==> src/rtl/bridge_win_pkg.sv <==
// Constants, field layouts and carrier types for the PCI target window decoder.
package bridge_win_pkg;

  // ****************************************************************
  // Register map
  // ****************************************************************
  localparam int          ADDR_W          = 12;
  localparam logic [11:0] OFF_WIN4_CONTROL = 12'h01A0;
  localparam logic [11:0] OFF_WIN4_BASE    = 12'h01A4;
  localparam logic [11:0] OFF_WIN4_LIMIT   = 12'h01A8;
  localparam logic [11:0] OFF_WIN4_OFFSET  = 12'h01AC;
  localparam logic [11:0] OFF_WIN5_CONTROL = 12'h01B4;
  localparam logic [11:0] OFF_WIN5_BASE    = 12'h01B8;
  localparam logic [11:0] OFF_WIN5_LIMIT   = 12'h01BC;
  localparam logic [11:0] OFF_WIN5_OFFSET  = 12'h01C0;

  localparam int          NUM_REGS    = 8;
  localparam logic [3:0]  IDX_W4_CTL  = 4'h0;
  localparam logic [3:0]  IDX_W4_BASE = 4'h1;
  localparam logic [3:0]  IDX_W4_LIM  = 4'h2;
  localparam logic [3:0]  IDX_W4_OFF  = 4'h3;
  localparam logic [3:0]  IDX_W5_CTL  = 4'h4;
  localparam logic [3:0]  IDX_W5_BASE = 4'h5;
  localparam logic [3:0]  IDX_W5_LIM  = 4'h6;
  localparam logic [3:0]  IDX_W5_OFF  = 4'h7;
  localparam logic [3:0]  IDX_NONE    = 4'hF;

  // ****************************************************************
  // Reset values and writable masks
  // ****************************************************************
  localparam logic [31:0] RST_CONTROL  = 32'h0080_0000;
  localparam logic [31:0] RST_ADDR     = 32'h0000_0000;
  localparam logic [31:0] MASK_CONTROL = 32'hC0C7_5101;
  localparam logic [31:0] MASK_4K      = 32'hFFFF_F000;
  localparam logic [31:0] MASK_64K     = 32'hFFFF_0000;
  localparam int          GRAN_LSB_4K  = 12;
  localparam int          GRAN_LSB_64K = 16;

  localparam logic [1:0]  RESP_OKAY    = 2'b00;
  localparam logic [1:0]  RESP_SLVERR  = 2'b10;

  // ****************************************************************
  // Field encodings and carriers
  // ****************************************************************
  typedef enum logic [1:0] {
    WIDTH_8  = 2'b00,
    WIDTH_16 = 2'b01,
    WIDTH_32 = 2'b10,
    WIDTH_64 = 2'b11
  } vme_width_t;

  typedef enum logic [2:0] {
    SPACE_A16   = 3'b000,
    SPACE_A24   = 3'b001,
    SPACE_A32   = 3'b010,
    SPACE_RSV3  = 3'b011,
    SPACE_RSV4  = 3'b100,
    SPACE_CFG   = 3'b101,
    SPACE_USER1 = 3'b110,
    SPACE_USER2 = 3'b111
  } vme_space_t;

  typedef struct packed {
    logic       enable;
    logic       posted_write_allow;
    logic [5:0] rsv_29_24;
    vme_width_t vme_max_width;
    logic [2:0] rsv_21_19;
    vme_space_t vme_space_select;
    logic       rsv_15;
    logic       program_data_select;
    logic       rsv_13;
    logic       privilege_select;
    logic [2:0] rsv_11_9;
    logic       block_cycle_allow;
    logic [6:0] rsv_7_1;
    logic       pci_space_select;
  } ctl_t;

  typedef struct packed {
    vme_space_t space;
    vme_width_t width;
    logic       space_reserved;
    logic       am_program;
    logic       am_supervisor;
    logic       blt_allow;
    logic       mblt_allow;
    logic       posted;
  } attr_t;

  typedef struct packed {
    logic        hit;
    logic        window;
    logic [31:0] vme_addr;
    attr_t       attr;
  } result_t;

endpackage

==> src/rtl/window_match.sv <==
// Base and limit comparison and offset translation for one target window.
`timescale 1ns/1ps
module window_match #(
  parameter int GRAN_LSB = 12
) (
  input  wire logic [31:0] addr,
  input  wire logic [31:0] base,
  input  wire logic [31:0] limit,
  input  wire logic [31:0] offset,
  input  wire logic        enable,
  output logic             hit,
  output logic [31:0]      xlat
);
  localparam int HI_W = 32 - GRAN_LSB;

  logic [HI_W-1:0] a_hi;
  logic [HI_W-1:0] b_hi;
  logic [HI_W-1:0] l_hi;
  logic [HI_W-1:0] o_hi;
  logic [HI_W-1:0] sum_hi;

  // Only the bits above the granularity take part in any comparison.
  assign a_hi = addr[31:GRAN_LSB];
  assign b_hi = base[31:GRAN_LSB];
  assign l_hi = limit[31:GRAN_LSB];
  assign o_hi = offset[31:GRAN_LSB];

  // A zero limit removes the upper bound altogether.
  assign hit = enable && (a_hi >= b_hi) && ((l_hi == '0) || (a_hi < l_hi));

  // The carry out of the top bit is dropped, so the sum wraps like two's complement.
  assign sum_hi = a_hi + o_hi;
  assign xlat   = {sum_hi, addr[GRAN_LSB-1:0]};
endmodule

==> src/rtl/attr_resolve.sv <==
// Resolves one window's control word into the VMEbus cycle attributes.
`timescale 1ns/1ps
module attr_resolve (
  input  wire bridge_win_pkg::ctl_t  ctl,
  output bridge_win_pkg::attr_t      attr
);
  logic wide_space;

  always_comb
  begin
    wide_space = (ctl.vme_space_select == bridge_win_pkg::SPACE_A24) ||
                 (ctl.vme_space_select == bridge_win_pkg::SPACE_A32);
    attr.space          = ctl.vme_space_select;
    attr.width          = ctl.vme_max_width;
    attr.space_reserved = (ctl.vme_space_select == bridge_win_pkg::SPACE_RSV3) ||
                          (ctl.vme_space_select == bridge_win_pkg::SPACE_RSV4);
    attr.am_program     = ctl.program_data_select;
    attr.am_supervisor  = ctl.privilege_select;
    attr.blt_allow      = ctl.block_cycle_allow && wide_space &&
                          (ctl.vme_max_width != bridge_win_pkg::WIDTH_64);
    attr.mblt_allow     = wide_space && (ctl.vme_max_width == bridge_win_pkg::WIDTH_64);
    // I/O windows are always coupled, whatever software asked for.
    attr.posted         = ctl.posted_write_allow && !ctl.pci_space_select;
  end
endmodule

==> src/rtl/pci_target_window_decode.sv <==
// PCI target windows four and five: registers, address decode and attribute output.
//
// Functional notes
// - Base is the lowest decoded PCI address.
// - Claim when base <= address < limit.
// - Zero limit means no upper bound.
// - Window four compares bits 31 to 12.
// - Window five compares bits 31 to 16.
// - Window four adds offset to address bits 31:12.
// - Block-cycle bit counts only A24/A32, narrow widths.
// - A24/A32 at 64-bit allows multiplexed block transfers.
// - I/O windows ignore posting; always coupled.
// - Width field encodes 8/16/32/64; resets 32-bit.
// - Window-on bit off: no accesses claimed.
// - Posted-write bit: 0 forbids, 1 allows posting.
// - Program/data bit: 0 data, 1 program.
// - Privilege bit: 0 user, 1 supervisor.
`timescale 1ns/1ps
module pci_target_window_decode (
  input  wire logic                                  aclk,
  input  wire logic                                  aresetn,
  input  wire logic [bridge_win_pkg::ADDR_W-1:0]     s_axi_awaddr,
  input  wire logic                                  s_axi_awvalid,
  output logic                                       s_axi_awready,
  input  wire logic [31:0]                           s_axi_wdata,
  input  wire logic [3:0]                            s_axi_wstrb,
  input  wire logic                                  s_axi_wvalid,
  output logic                                       s_axi_wready,
  output logic [1:0]                                 s_axi_bresp,
  output logic                                       s_axi_bvalid,
  input  wire logic                                  s_axi_bready,
  input  wire logic [bridge_win_pkg::ADDR_W-1:0]     s_axi_araddr,
  input  wire logic                                  s_axi_arvalid,
  output logic                                       s_axi_arready,
  output logic [31:0]                                s_axi_rdata,
  output logic [1:0]                                 s_axi_rresp,
  output logic                                       s_axi_rvalid,
  input  wire logic                                  s_axi_rready,
  input  wire logic                                  req_valid,
  input  wire logic [31:0]                           req_addr,
  input  wire logic                                  req_is_io,
  input  wire logic                                  req_is_write,
  output logic                                       res_valid,
  output bridge_win_pkg::result_t                    res
);

  // ****************************************************************
  // Decode helpers
  // ****************************************************************
  function automatic logic [3:0] reg_index(input logic [bridge_win_pkg::ADDR_W-1:0] a);
    logic [9:0] w;
    w = a[11:2];
    if (w == bridge_win_pkg::OFF_WIN4_CONTROL[11:2]) reg_index = bridge_win_pkg::IDX_W4_CTL;
    else if (w == bridge_win_pkg::OFF_WIN4_BASE[11:2]) reg_index = bridge_win_pkg::IDX_W4_BASE;
    else if (w == bridge_win_pkg::OFF_WIN4_LIMIT[11:2]) reg_index = bridge_win_pkg::IDX_W4_LIM;
    else if (w == bridge_win_pkg::OFF_WIN4_OFFSET[11:2]) reg_index = bridge_win_pkg::IDX_W4_OFF;
    else if (w == bridge_win_pkg::OFF_WIN5_CONTROL[11:2]) reg_index = bridge_win_pkg::IDX_W5_CTL;
    else if (w == bridge_win_pkg::OFF_WIN5_BASE[11:2]) reg_index = bridge_win_pkg::IDX_W5_BASE;
    else if (w == bridge_win_pkg::OFF_WIN5_LIMIT[11:2]) reg_index = bridge_win_pkg::IDX_W5_LIM;
    else if (w == bridge_win_pkg::OFF_WIN5_OFFSET[11:2]) reg_index = bridge_win_pkg::IDX_W5_OFF;
    else reg_index = bridge_win_pkg::IDX_NONE;
  endfunction

  // Reserved bits are held at zero by the mask, so they always read back as zero.
  function automatic logic [31:0] reg_mask(input logic [3:0] idx);
    if (idx == bridge_win_pkg::IDX_W4_CTL || idx == bridge_win_pkg::IDX_W5_CTL)
      reg_mask = bridge_win_pkg::MASK_CONTROL;
    else if (idx <= bridge_win_pkg::IDX_W4_OFF)
      reg_mask = bridge_win_pkg::MASK_4K;
    else
      reg_mask = bridge_win_pkg::MASK_64K;
  endfunction

  function automatic logic [31:0] merge(input logic [31:0] old_v,
                                        input logic [31:0] new_v,
                                        input logic [3:0]  strb,
                                        input logic [31:0] mask);
    logic [31:0] m;
    m = old_v;
    for (int b = 0; b < 4; b++)
    begin
      if (strb[b])
        m[b*8 +: 8] = new_v[b*8 +: 8];
    end
    merge = m & mask;
  endfunction

  // ****************************************************************
  // AXI4-Lite slave and register file
  // ****************************************************************
  logic [31:0]                       regs_r [bridge_win_pkg::NUM_REGS];
  logic [31:0]                       regs_nxt [bridge_win_pkg::NUM_REGS];
  logic                              aw_held_r;
  logic                              aw_held_nxt;
  logic [bridge_win_pkg::ADDR_W-1:0] aw_addr_r;
  logic [bridge_win_pkg::ADDR_W-1:0] aw_addr_nxt;
  logic                              w_held_r;
  logic                              w_held_nxt;
  logic [31:0]                       w_data_r;
  logic [31:0]                       w_data_nxt;
  logic [3:0]                        w_strb_r;
  logic [3:0]                        w_strb_nxt;
  logic                              bvalid_r;
  logic                              bvalid_nxt;
  logic [1:0]                        bresp_r;
  logic [1:0]                        bresp_nxt;
  logic                              rvalid_r;
  logic                              rvalid_nxt;
  logic [31:0]                       rdata_r;
  logic [31:0]                       rdata_nxt;
  logic [1:0]                        rresp_r;
  logic [1:0]                        rresp_nxt;
  logic [3:0]                        wr_idx;
  logic [3:0]                        rd_idx;

  // A new write is refused until the previous response is accepted.
  assign s_axi_awready = !aw_held_r && !bvalid_r;
  assign s_axi_wready  = !w_held_r && !bvalid_r;
  assign s_axi_arready = !rvalid_r;
  assign s_axi_bvalid  = bvalid_r;
  assign s_axi_bresp   = bresp_r;
  assign s_axi_rvalid  = rvalid_r;
  assign s_axi_rdata   = rdata_r;
  assign s_axi_rresp   = rresp_r;
  assign wr_idx        = reg_index(aw_addr_r);
  assign rd_idx        = reg_index(s_axi_araddr);

  always_comb
  begin
    regs_nxt    = regs_r;
    aw_held_nxt = aw_held_r;
    aw_addr_nxt = aw_addr_r;
    w_held_nxt  = w_held_r;
    w_data_nxt  = w_data_r;
    w_strb_nxt  = w_strb_r;
    bvalid_nxt  = bvalid_r;
    bresp_nxt   = bresp_r;
    rvalid_nxt  = rvalid_r;
    rdata_nxt   = rdata_r;
    rresp_nxt   = rresp_r;
    if (s_axi_awvalid && s_axi_awready)
    begin
      aw_held_nxt = 1'b1;
      aw_addr_nxt = s_axi_awaddr;
    end
    if (s_axi_wvalid && s_axi_wready)
    begin
      w_held_nxt = 1'b1;
      w_data_nxt = s_axi_wdata;
      w_strb_nxt = s_axi_wstrb;
    end
    if (aw_held_r && w_held_r && !bvalid_r)
    begin
      aw_held_nxt = 1'b0;
      w_held_nxt  = 1'b0;
      bvalid_nxt  = 1'b1;
      if (wr_idx == bridge_win_pkg::IDX_NONE)
        bresp_nxt = bridge_win_pkg::RESP_SLVERR;
      else
      begin
        bresp_nxt        = bridge_win_pkg::RESP_OKAY;
        regs_nxt[wr_idx[2:0]] = merge(regs_r[wr_idx[2:0]], w_data_r, w_strb_r,
                                      reg_mask(wr_idx));
      end
    end
    else if (bvalid_r && s_axi_bready)
      bvalid_nxt = 1'b0;
    if (s_axi_arvalid && s_axi_arready)
    begin
      rvalid_nxt = 1'b1;
      if (rd_idx == bridge_win_pkg::IDX_NONE)
      begin
        rdata_nxt = 32'h0000_0000;
        rresp_nxt = bridge_win_pkg::RESP_SLVERR;
      end
      else
      begin
        rdata_nxt = regs_r[rd_idx[2:0]];
        rresp_nxt = bridge_win_pkg::RESP_OKAY;
      end
    end
    else if (rvalid_r && s_axi_rready)
      rvalid_nxt = 1'b0;
  end

  always_ff @(posedge aclk)
  begin
    if (!aresetn)
    begin
      for (int i = 0; i < bridge_win_pkg::NUM_REGS; i++)
      begin
        regs_r[i] <= bridge_win_pkg::RST_ADDR;
      end
      regs_r[bridge_win_pkg::IDX_W4_CTL[2:0]] <= bridge_win_pkg::RST_CONTROL;
      regs_r[bridge_win_pkg::IDX_W5_CTL[2:0]] <= bridge_win_pkg::RST_CONTROL;
      aw_held_r <= 1'b0;
      aw_addr_r <= '0;
      w_held_r  <= 1'b0;
      w_data_r  <= 32'h0000_0000;
      w_strb_r  <= 4'h0;
      bvalid_r  <= 1'b0;
      bresp_r   <= bridge_win_pkg::RESP_OKAY;
      rvalid_r  <= 1'b0;
      rdata_r   <= 32'h0000_0000;
      rresp_r   <= bridge_win_pkg::RESP_OKAY;
    end
    else
    begin
      regs_r    <= regs_nxt;
      aw_held_r <= aw_held_nxt;
      aw_addr_r <= aw_addr_nxt;
      w_held_r  <= w_held_nxt;
      w_data_r  <= w_data_nxt;
      w_strb_r  <= w_strb_nxt;
      bvalid_r  <= bvalid_nxt;
      bresp_r   <= bresp_nxt;
      rvalid_r  <= rvalid_nxt;
      rdata_r   <= rdata_nxt;
      rresp_r   <= rresp_nxt;
    end
  end

  // ****************************************************************
  // Window decode
  // ****************************************************************
  bridge_win_pkg::ctl_t    ctl4;
  bridge_win_pkg::ctl_t    ctl5;
  bridge_win_pkg::attr_t   attr4;
  bridge_win_pkg::attr_t   attr5;
  bridge_win_pkg::result_t res_r;
  bridge_win_pkg::result_t res_nxt;
  logic                    res_valid_r;
  logic                    res_valid_nxt;
  logic                    hit4;
  logic                    hit5;
  logic [31:0]             xlat4;
  logic [31:0]             xlat5;
  logic                    claim4;
  logic                    claim5;

  assign ctl4 = bridge_win_pkg::ctl_t'(regs_r[bridge_win_pkg::IDX_W4_CTL[2:0]]);
  assign ctl5 = bridge_win_pkg::ctl_t'(regs_r[bridge_win_pkg::IDX_W5_CTL[2:0]]);

  window_match #(.GRAN_LSB(bridge_win_pkg::GRAN_LSB_4K)) u_match4 (
    .addr   (req_addr),
    .base   (regs_r[bridge_win_pkg::IDX_W4_BASE[2:0]]),
    .limit  (regs_r[bridge_win_pkg::IDX_W4_LIM[2:0]]),
    .offset (regs_r[bridge_win_pkg::IDX_W4_OFF[2:0]]),
    .enable (ctl4.enable),
    .hit    (hit4),
    .xlat   (xlat4)
  );

  window_match #(.GRAN_LSB(bridge_win_pkg::GRAN_LSB_64K)) u_match5 (
    .addr   (req_addr),
    .base   (regs_r[bridge_win_pkg::IDX_W5_BASE[2:0]]),
    .limit  (regs_r[bridge_win_pkg::IDX_W5_LIM[2:0]]),
    .offset (regs_r[bridge_win_pkg::IDX_W5_OFF[2:0]]),
    .enable (ctl5.enable),
    .hit    (hit5),
    .xlat   (xlat5)
  );

  attr_resolve u_attr4 (
    .ctl  (ctl4),
    .attr (attr4)
  );

  attr_resolve u_attr5 (
    .ctl  (ctl5),
    .attr (attr5)
  );

  // A window only answers accesses in the PCI space it is mapped to.
  assign claim4 = hit4 && (ctl4.pci_space_select == req_is_io);
  assign claim5 = hit5 && (ctl5.pci_space_select == req_is_io);

  // Overlapping windows are a software error; window four wins so the answer stays defined.
  always_comb
  begin
    res_valid_nxt = req_valid;
    res_nxt       = '0;
    if (req_valid && claim4)
    begin
      res_nxt.hit         = 1'b1;
      res_nxt.window      = 1'b0;
      res_nxt.vme_addr    = xlat4;
      res_nxt.attr        = attr4;
      res_nxt.attr.posted = attr4.posted && req_is_write;
    end
    else if (req_valid && claim5)
    begin
      res_nxt.hit         = 1'b1;
      res_nxt.window      = 1'b1;
      res_nxt.vme_addr    = xlat5;
      res_nxt.attr        = attr5;
      res_nxt.attr.posted = attr5.posted && req_is_write;
    end
  end

  always_ff @(posedge aclk)
  begin
    if (!aresetn)
    begin
      res_valid_r <= 1'b0;
      res_r       <= '0;
    end
    else
    begin
      res_valid_r <= res_valid_nxt;
      res_r       <= res_nxt;
    end
  end

  assign res_valid = res_valid_r;
  assign res       = res_r;

  logic hit4_out;
  logic hit5_out;
  assign hit4_out = res_valid_r && res_r.hit && !res_r.window;
  assign hit5_out = res_valid_r && res_r.hit && res_r.window;
endmodule

==> config.mk <==
export PLATFORM = sky130hd
export DESIGN_NAME = pci_target_window_decode
export DESIGN_NICKNAME = d
export VERILOG_FILES = /design/src/rtl/bridge_win_pkg.sv /design/src/rtl/window_match.sv /design/src/rtl/attr_resolve.sv /design/src/rtl/pci_target_window_decode.sv
export SDC_FILE = /design/constraint.sdc
export NUM_CORES = 1
export LEC_CHECK = 0
export CORE_MARGIN = 2
export CORE_UTILIZATION = 58
export CTS_CLUSTER_DIAMETER = 80
export CTS_CLUSTER_SIZE = 8
export DETAILED_ROUTE_END_ITERATION = 6
export DONT_BUFFER_PORTS = 1
export MAX_ROUTING_LAYER = met4
export PLACE_DENSITY = 0.72
export SYNTH_ARGS = -nofsm -noshare
export SYNTH_HDL_FRONTEND = slang
export SYNTH_SLANG_ARGS = --single-unit
==> constraint.sdc <==
create_clock -name aclk -period 2.7 [get_ports aclk]
set_input_delay 0.135 -clock aclk [delete_from_list [all_inputs] [get_ports aclk]]
set_output_delay 0.135 -clock aclk [all_outputs]
set_load 0.02 [all_outputs]
==> results.py, run 1 <==
metrics = {
    "placed_design": {
        "dp_hpwl_mm": 44.5,
        "gp_congestion": 1.02,
        "dp_slack_ns": -0.149,
        "io_buffers": 0,
    },
    "timing": {
        "min_period_ns": 2.82,
        "slew_violations": 0,
        "worstMarginPinSlew_ns": 0.817,
        "min_period_over_period_pct": 104,
        "setup_viol": 23,
        "max_freq_mhz": 355,
        "timing.hold.ws_ns": -0.266,
        "fin_skew_ns": 0.0207,
        "hold_viol": 54,
        "max-slew-margin-rel_pct": 45.4,
        "rsz0062_at_grt": "true",
        "finalSetupTns_ns": -1.28,
        "fin_ws_ns": -0.117,
    },
    "yosys": {
        "seq_area_frac_synth_pct": 35.5,
        "ys.flop_type": "dfxtp_1",
        "synth_edf_count": 0,
        "synth_cells": 2038,
        "avgSynthCellArea_sq_um": 7.91,
        "yosysWarnings": 0,
        "async_flop_share_pct": 0,
        "synth_cell_types": 74,
        "ys_ff_latch": 286,
        "syn-cell-area_sq_um": 16100,
    },
    "clock_tree": {
        "worst_skew_pair.late_latency_ns": 0.54,
        "cts_tree": "yes",
        "clk_pin_slew_worst_paths_ns": 0.05,
        "cts_hold_buf": 139,
        "cts.sinks": 286,
        "cts_buffers": 41,
        "ctsHtreeMaxLevel": 2,
        "root_buffer": "clkbuf_16",
        "cts_buffer_depth": 3,
    },
    "status": {
        "outcome": "finished with violations",
        "violations": "hold timing, setup timing",
    },
    "worst_setup_path": {
        "worst-r2r-cell-count": 8,
        "r2r_start": "aw_addr_r[11]",
        "path_max_fanout": 7,
        "arrival_ns": 3.23,
        "path_class": "reg2reg",
        "reg2reg_slack_ns": -0.12,
        "r2r-end": "regs_r[177]",
        "start_kind": "flop",
        "cp.required_ns": 3.11,
        "endpoint_kind": "flop",
    },
    "floorplanning": {
        "chipHeight_um": 171,
        "die_area_sq_um": 29100,
        "core_sq_um": 27600,
        "start_util_pct": 58.5,
        "io_pins": 189,
        "rows": 61,
        "dieWidth_um": 171,
    },
    "worst_hold_path": {
        "hold_path_end": "res[35]",
        "min-delay-start": "aresetn",
        "hold_depth": 1,
        "hp-class": "in2reg",
    },
    "detailed_routing": {
        "vias": 17700,
        "vias_per_cell": 6.63,
        "wl_met3_mm": 9.69,
        "wl_met2_mm": 29.2,
        "drc_errors": 0,
        "wl_per_cell_um": 25.6,
        "highest_layer": "met4",
        "drt-met1-wl_mm": 26.1,
        "drtPass1Iterations": 6,
        "drt_iter0_drc": 2479,
        "antenna_left": 0,
        "wl_mm": 68.6,
    },
    "grt": {
        "antenna_found_initial": 3,
        "grt_max_degree": 255,
        "grt_pass1_vias": 16600,
        "grt_pass1_wl_mm": 99.2,
        "grt_use_total_pct": 46.4,
        "grt_overflow": 0,
    },
    "finish": {
        "fillerInstances": 1906,
        "fin_util_pct": 75.7,
        "drive_gt1_share_pct": 16.5,
        "fin_nets": 2500,
        "area_delta_synth_final_pct": 29.3,
    },
    "power": {
        "p_total_mw": 9.71,
        "p_per_area_nw_per_um2": 466,
        "irDropWorstVdd_uv": 508,
        "cellLeakagePower_nw": 8.50,
    },
    "flow_run": {
        "cap_violations": 0,
    },
}
stage by stage:
| stage | cells | hold WS, ns | area (sq um) |
|---|---|---|---|
| final | 2675 | -0.266 | 20800 |
| after global routing | 2674 | -0.261 | 20800 |
| after CTS | 2657 | -0.260 | 20300 |
| after detailed placement | 2473 | 0.261 | 17700 |
| after global placement | 2473 | 0.258 | 17700 |
| after floorplan | 2049 | 0.257 | 16200 |
worst max-delay path: stages, from the launching register on:
cell      delay (ns)
dfxtp_2         0.33
or4b_4          0.55
a2111o_2        0.54
a221o_2         0.40
a21oi_2         0.11
o21ai_1         0.09
o32a_1          0.47
inv_2           0.13
o22ai_2         0.08
worst max-delay path by stage:
stage / slack, ns / to / from / cells past startpoint
after global placement: -0.12 / regs_r[17] / aw_addr_r[9] / 9
after detailed placement: -0.15 / regs_r[17] / aw_addr_r[9] / 9
final: -0.12 / regs_r[177] / aw_addr_r[11] / 8
after global routing: -0.11 / regs_r[176] / aw_addr_r[11] / 7
after CTS: 0.002 / res[41] / regs_r[213] / 11
after floorplan: 0.01 / regs_r[176] / aw_addr_r[9] / 8
sequential cells by signal (all words and copies together) (netlist names):
register,count
regs_r,132
aw_addr_r,10
w_data_r,22
aw_held_r,1
res,45
s_axi_rdata,22
res_valid,1
s_axi_rresp,1
w_strb_r,4
ctl4,22
s_axi_bvalid,1
ctl5,22
s_axi_bresp,1
w_held_r,1
s_axi_rvalid,1
report_power, final:
part | leakage (nW) | internal, mW | switching [mW]
Sequential | 2.32 | 4.27 | 0.0672
Combinational | 5.65 | 0.358 | 0.406
Clock | 0.532 | 2.75 | 1.86
cells by family (layout without fill, tap and decap cells):
logic type / Yosys count / after routing / share of synthesized area (%)
AO/OA/AOI/OAI: 564 / 564 / 25.3
other: 1 / 16 / 0.0233
AND/OR/NAND/NOR: 798 / 798 / 22.7
flip-flops: 286 / 286 / 35.5
adder cells (fa/ha/maj): 106 / 106 / 8.32
XOR/XNOR: 33 / 33 / 1.79
buffers and inverters: 244 / 488 / 6.06
multiplexers: 6 / 6 / 0.373
cell usage after synthesis (9+ instances only):
master	count	share of area [%]
a21oi_1	86	2.7
nand2b_1	15	0.58
buf_4	14	0.65
xnor2_1	23	1.2
ha_1	104	8.1
o21ai_0	68	2.1
nand4_1	9	0.35
a221oi_1	12	0.65
xor2_1	10	0.54
nor2b_1	14	0.54
clkbuf_1	117	2.7
and2_1	27	1.0
a211oi_1	10	0.47
a22o_1	13	0.71
o21a_1	11	0.51
o22ai_1	18	0.70
nor3_1	19	0.59
a22oi_1	10	0.47
nor4_1	15	0.58
a21boi_1	10	0.47
inv_1	98	2.3
nor2_1	66	1.5
o221ai_1	12	0.65
a21o_1	30	1.4
and3_1	58	2.3
nand3_1	105	3.3
a21boi_0	103	4.8
dfxtp_1	286	36
o211a_1	46	2.9
nand2_1	439	10
o211ai_1	73	3.4
final cells by class:
| type | instances | area (sq um) | area share (%) |
|---|---|---|---|
| multi-input combinational | 1519 | 9940 | 47.7 |
| sequential | 286 | 5740 | 27.6 |
| timing repair buffer | 342 | 3210 | 15.4 |
| clock buffer | 43 | 1060 | 5.11 |
| tap | 378 | 473 | 2.27 |
| inverter | 102 | 385 | 1.85 |
| clock inverter | 1 | 16.3 | 0.0780 |
| antenna | 4 | 10.0 | 0.0480 |
routing by layer:
| metal | up-vias | track usage [%] |
|---|---|---|
| met5 | - | - |
| met4 | 0 | 22.5 |
| met3 | 303 | 14.1 |
| met2 | 1434 | 68.1 |
| met1 | 8282 | 58.1 |
| li1 | 7713 | - |
what timing repair did:
action | CTS | global route
gates resized for setup | 14 | 134
pin swaps | 7 | 75
endpoints found under the hold margin | 269 | 173
endpoints found under the setup margin | 75 | 208
buffers inserted | 1 | 15
cells in the final DEF (no fill, tap or decap), types with 11 or more instances in the layout:
cell type and n:
nand2_1 428, and2_1 26, inv_2 13, o21ai_1 13, clkbuf_16 42, nor2b_1 13
a21oi_1 80, a21o_1 30, buf_12 23, nor4_1 11, dlygate4sd3_1 138, ha_1 92
xnor2_1 22, conb_1 12, dfxtp_2 15, and3_1 56, nor3_1 14, nand2b_1 15
inv_1 88, buf_4 178, nand3_1 100, a21boi_0 87, dfxtp_1 271, o211ai_1 73
nor2_1 63, o22ai_1 13, a21boi_1 22, a22o_1 13, o221ai_1 11, o211a_1 45
o21ai_0 56
Power figures use the tool's default switching activity.
==> run 2: changes to the inputs <==
- CORE_MARGIN: 2 -> 5
==> results.py, run 2 (synthesized netlist as in run 1, its figures left out) <==
metrics = {
    "finish": {
        "fin_util_pct": 75.3,
        "multi_input_area_sq_um": 9960,
        "top_register": "regs_r",
        "seq_area_sq_um": 5750,
        "layout_commonest_cell": "nand2_1",
        "fillerInstances": 1998,
        "area_delta_synth_final_pct": 29.1,
        "fin_nets": 2504,
        "largest_reg_flops": 132,
        "drive_gt1_share_pct": 17.5,
        "mostFrequentLayoutCells": "434 x nand2_1, 268 x dfxtp_1, 197 x buf_4",
    },
    "clock_tree": {
        "cts_buffer_depth": 3,
        "cts.sinks": 286,
        "ctsHtreeMaxLevel": 2,
        "clk_pin_slew_worst_paths_ns": 0.05,
        "worst_skew_pair.late_latency_ns": 0.54,
        "cts_buffers": 41,
        "root_buffer": "clkbuf_16",
        "cts_tree": "yes",
    },
    "floorplanning": {
        "dieWidth_um": 177,
        "core_sq_um": 27600,
        "rows": 61,
        "io_pins": 189,
        "die_area_sq_um": 31200,
        "chipHeight_um": 177,
        "start_util_pct": 58.3,
    },
    "worst_setup_path": {
        "cp.required_ns": 3.11,
        "start_kind": "flop",
        "endpoint_kind": "flop",
        "startpoint": "s_axi_bvalid",
        "reg2reg_slack_ns": -0.01,
        "arrival_ns": 3.13,
        "path_max_fanout": 27,
        "r2r_start": "s_axi_bvalid",
        "path_class": "reg2reg",
    },
    "detailed_routing": {
        "highest_layer": "met4",
        "vias": 17300,
        "vias_per_cell": 6.44,
        "antenna_left": 0,
        "drc_errors": 0,
        "wl_mm": 66.9,
        "drtPass1Iterations": 7,
        "wl_met2_mm": 27.7,
        "drt_iter0_drc": 2147,
        "wl_met3_mm": 8.98,
        "drt-met1-wl_mm": 26.8,
        "wl_per_cell_um": 24.9,
    },
    "grt": {
        "grt_max_degree": 186,
        "grt_use_total_pct": 42.2,
        "antenna_found_initial": 2,
        "grt_overflow": 0,
        "grt_pass1_wl_mm": 99.0,
        "grt_pass1_vias": 16400,
    },
    "worst_hold_path": {
        "min-delay-start": "aresetn",
        "hp-class": "in2reg",
    },
    "timing": {
        "rsz0062_at_grt": "true",
        "fin_skew_ns": 0.0302,
        "slew_violations": 0,
        "finalSetupTns_ns": -0.0140,
        "min_period_ns": 2.71,
        "hold_viol": 0,
        "max_freq_mhz": 368,
        "worstMarginPinSlew_ns": 0.891,
        "fin_ws_ns": -0.0140,
        "max-slew-margin-rel_pct": 40.5,
        "timing.hold.ws_ns": 0.0390,
        "setup_viol": 1,
        "min_period_over_period_pct": 101,
    },
    "placed_design": {
        "io_buffers": 0,
        "gp_congestion": 1.01,
        "dp_hpwl_mm": 45.0,
        "dp_slack_ns": -0.153,
    },
    "status": {
        "outcome": "finished with violations",
        "violations": "setup timing",
    },
    "power": {
        "p_per_area_nw_per_um2": 468,
        "irDropWorstVdd_uv": 507,
        "p_total_mw": 9.75,
        "cellLeakagePower_nw": 8.49,
    },
    "flow_run": {
        "cap_violations": 0,
    },
}
run 2: cell count changes in the layout (fill, tap and decap cells not counted), moves of 4 or more:
cell	change
a21boi_0	+6
a21boi_2	-4
a21oi_1	-5
a21oi_2	+4
buf_12	-9
buf_4	+19
buf_6	+7
dlygate4sd3_1	-14
nand2_1	+6
nand2_2	-5
o21ai_0	-4
run 2: final timing paths:
check / endpoint / depth (start not counted)
max: w_data_r[17] / 6
min: regs_r[145] / 2
max reg2reg: w_data_r[17] / 6
min reg2reg: regs_r[208] / 2
run 2: metrics by stage:
stage | area, sq um | cells
2_1_floorplan | 16200 | 2049
3_3_place_gp | 17800 | 2492
3_5_place_dp | 17800 | 2492
4_1_cts | 20200 | 2662
5_1_grt | 20800 | 2677
6_report | 20800 | 2682
run 2: power breakdown:
group          switching, mW  internal, mW  total [mW]
sequential            0.0633          4.27        4.34
clock                   1.86          2.75        4.61
combinational          0.435         0.363       0.799
run 2: per-layer routing:
layer / vias to the layer above / global-route usage, %
li1: 7701 / -
met1: 8155 / 55.9
met2: 1163 / 60.5
met3: 265 / 12.6
met4: 0 / 17.3
met5: - / -
run 2: final cells by class:
type / instances / area share, %
Clock inverter: 1 / 0.0782
Tap cell: 378 / 2.27
Sequential cell: 286 / 27.6
Antenna cell: 7 / 0.0842
Clock buffer: 43 / 5.12
Timing Repair Buffer: 346 / 15.1
Inverter: 102 / 1.89
Multi-Input combinational cell: 1519 / 47.9
run 2: what timing repair did:
action | 4_1_cts | 5_1_grt
setup endpoints to repair | 98 | 199
gates cloned | 0 | 1
hold endpoints to repair | 269 | 0
buffers inserted | 1 | 14
resized for setup | 16 | 146
pin swaps | 4 | 58
hold buffers | 125 | 0
run 2: critical path, stage by stage, from the launching register on:
cell	delay (ns)
dfxtp_1	0.33
buf_4	0.19
nor2_1	0.56
nand2_2	0.50
nand2_1	0.26
a21boi_0	0.14
dlygate4sd3_1	0.59
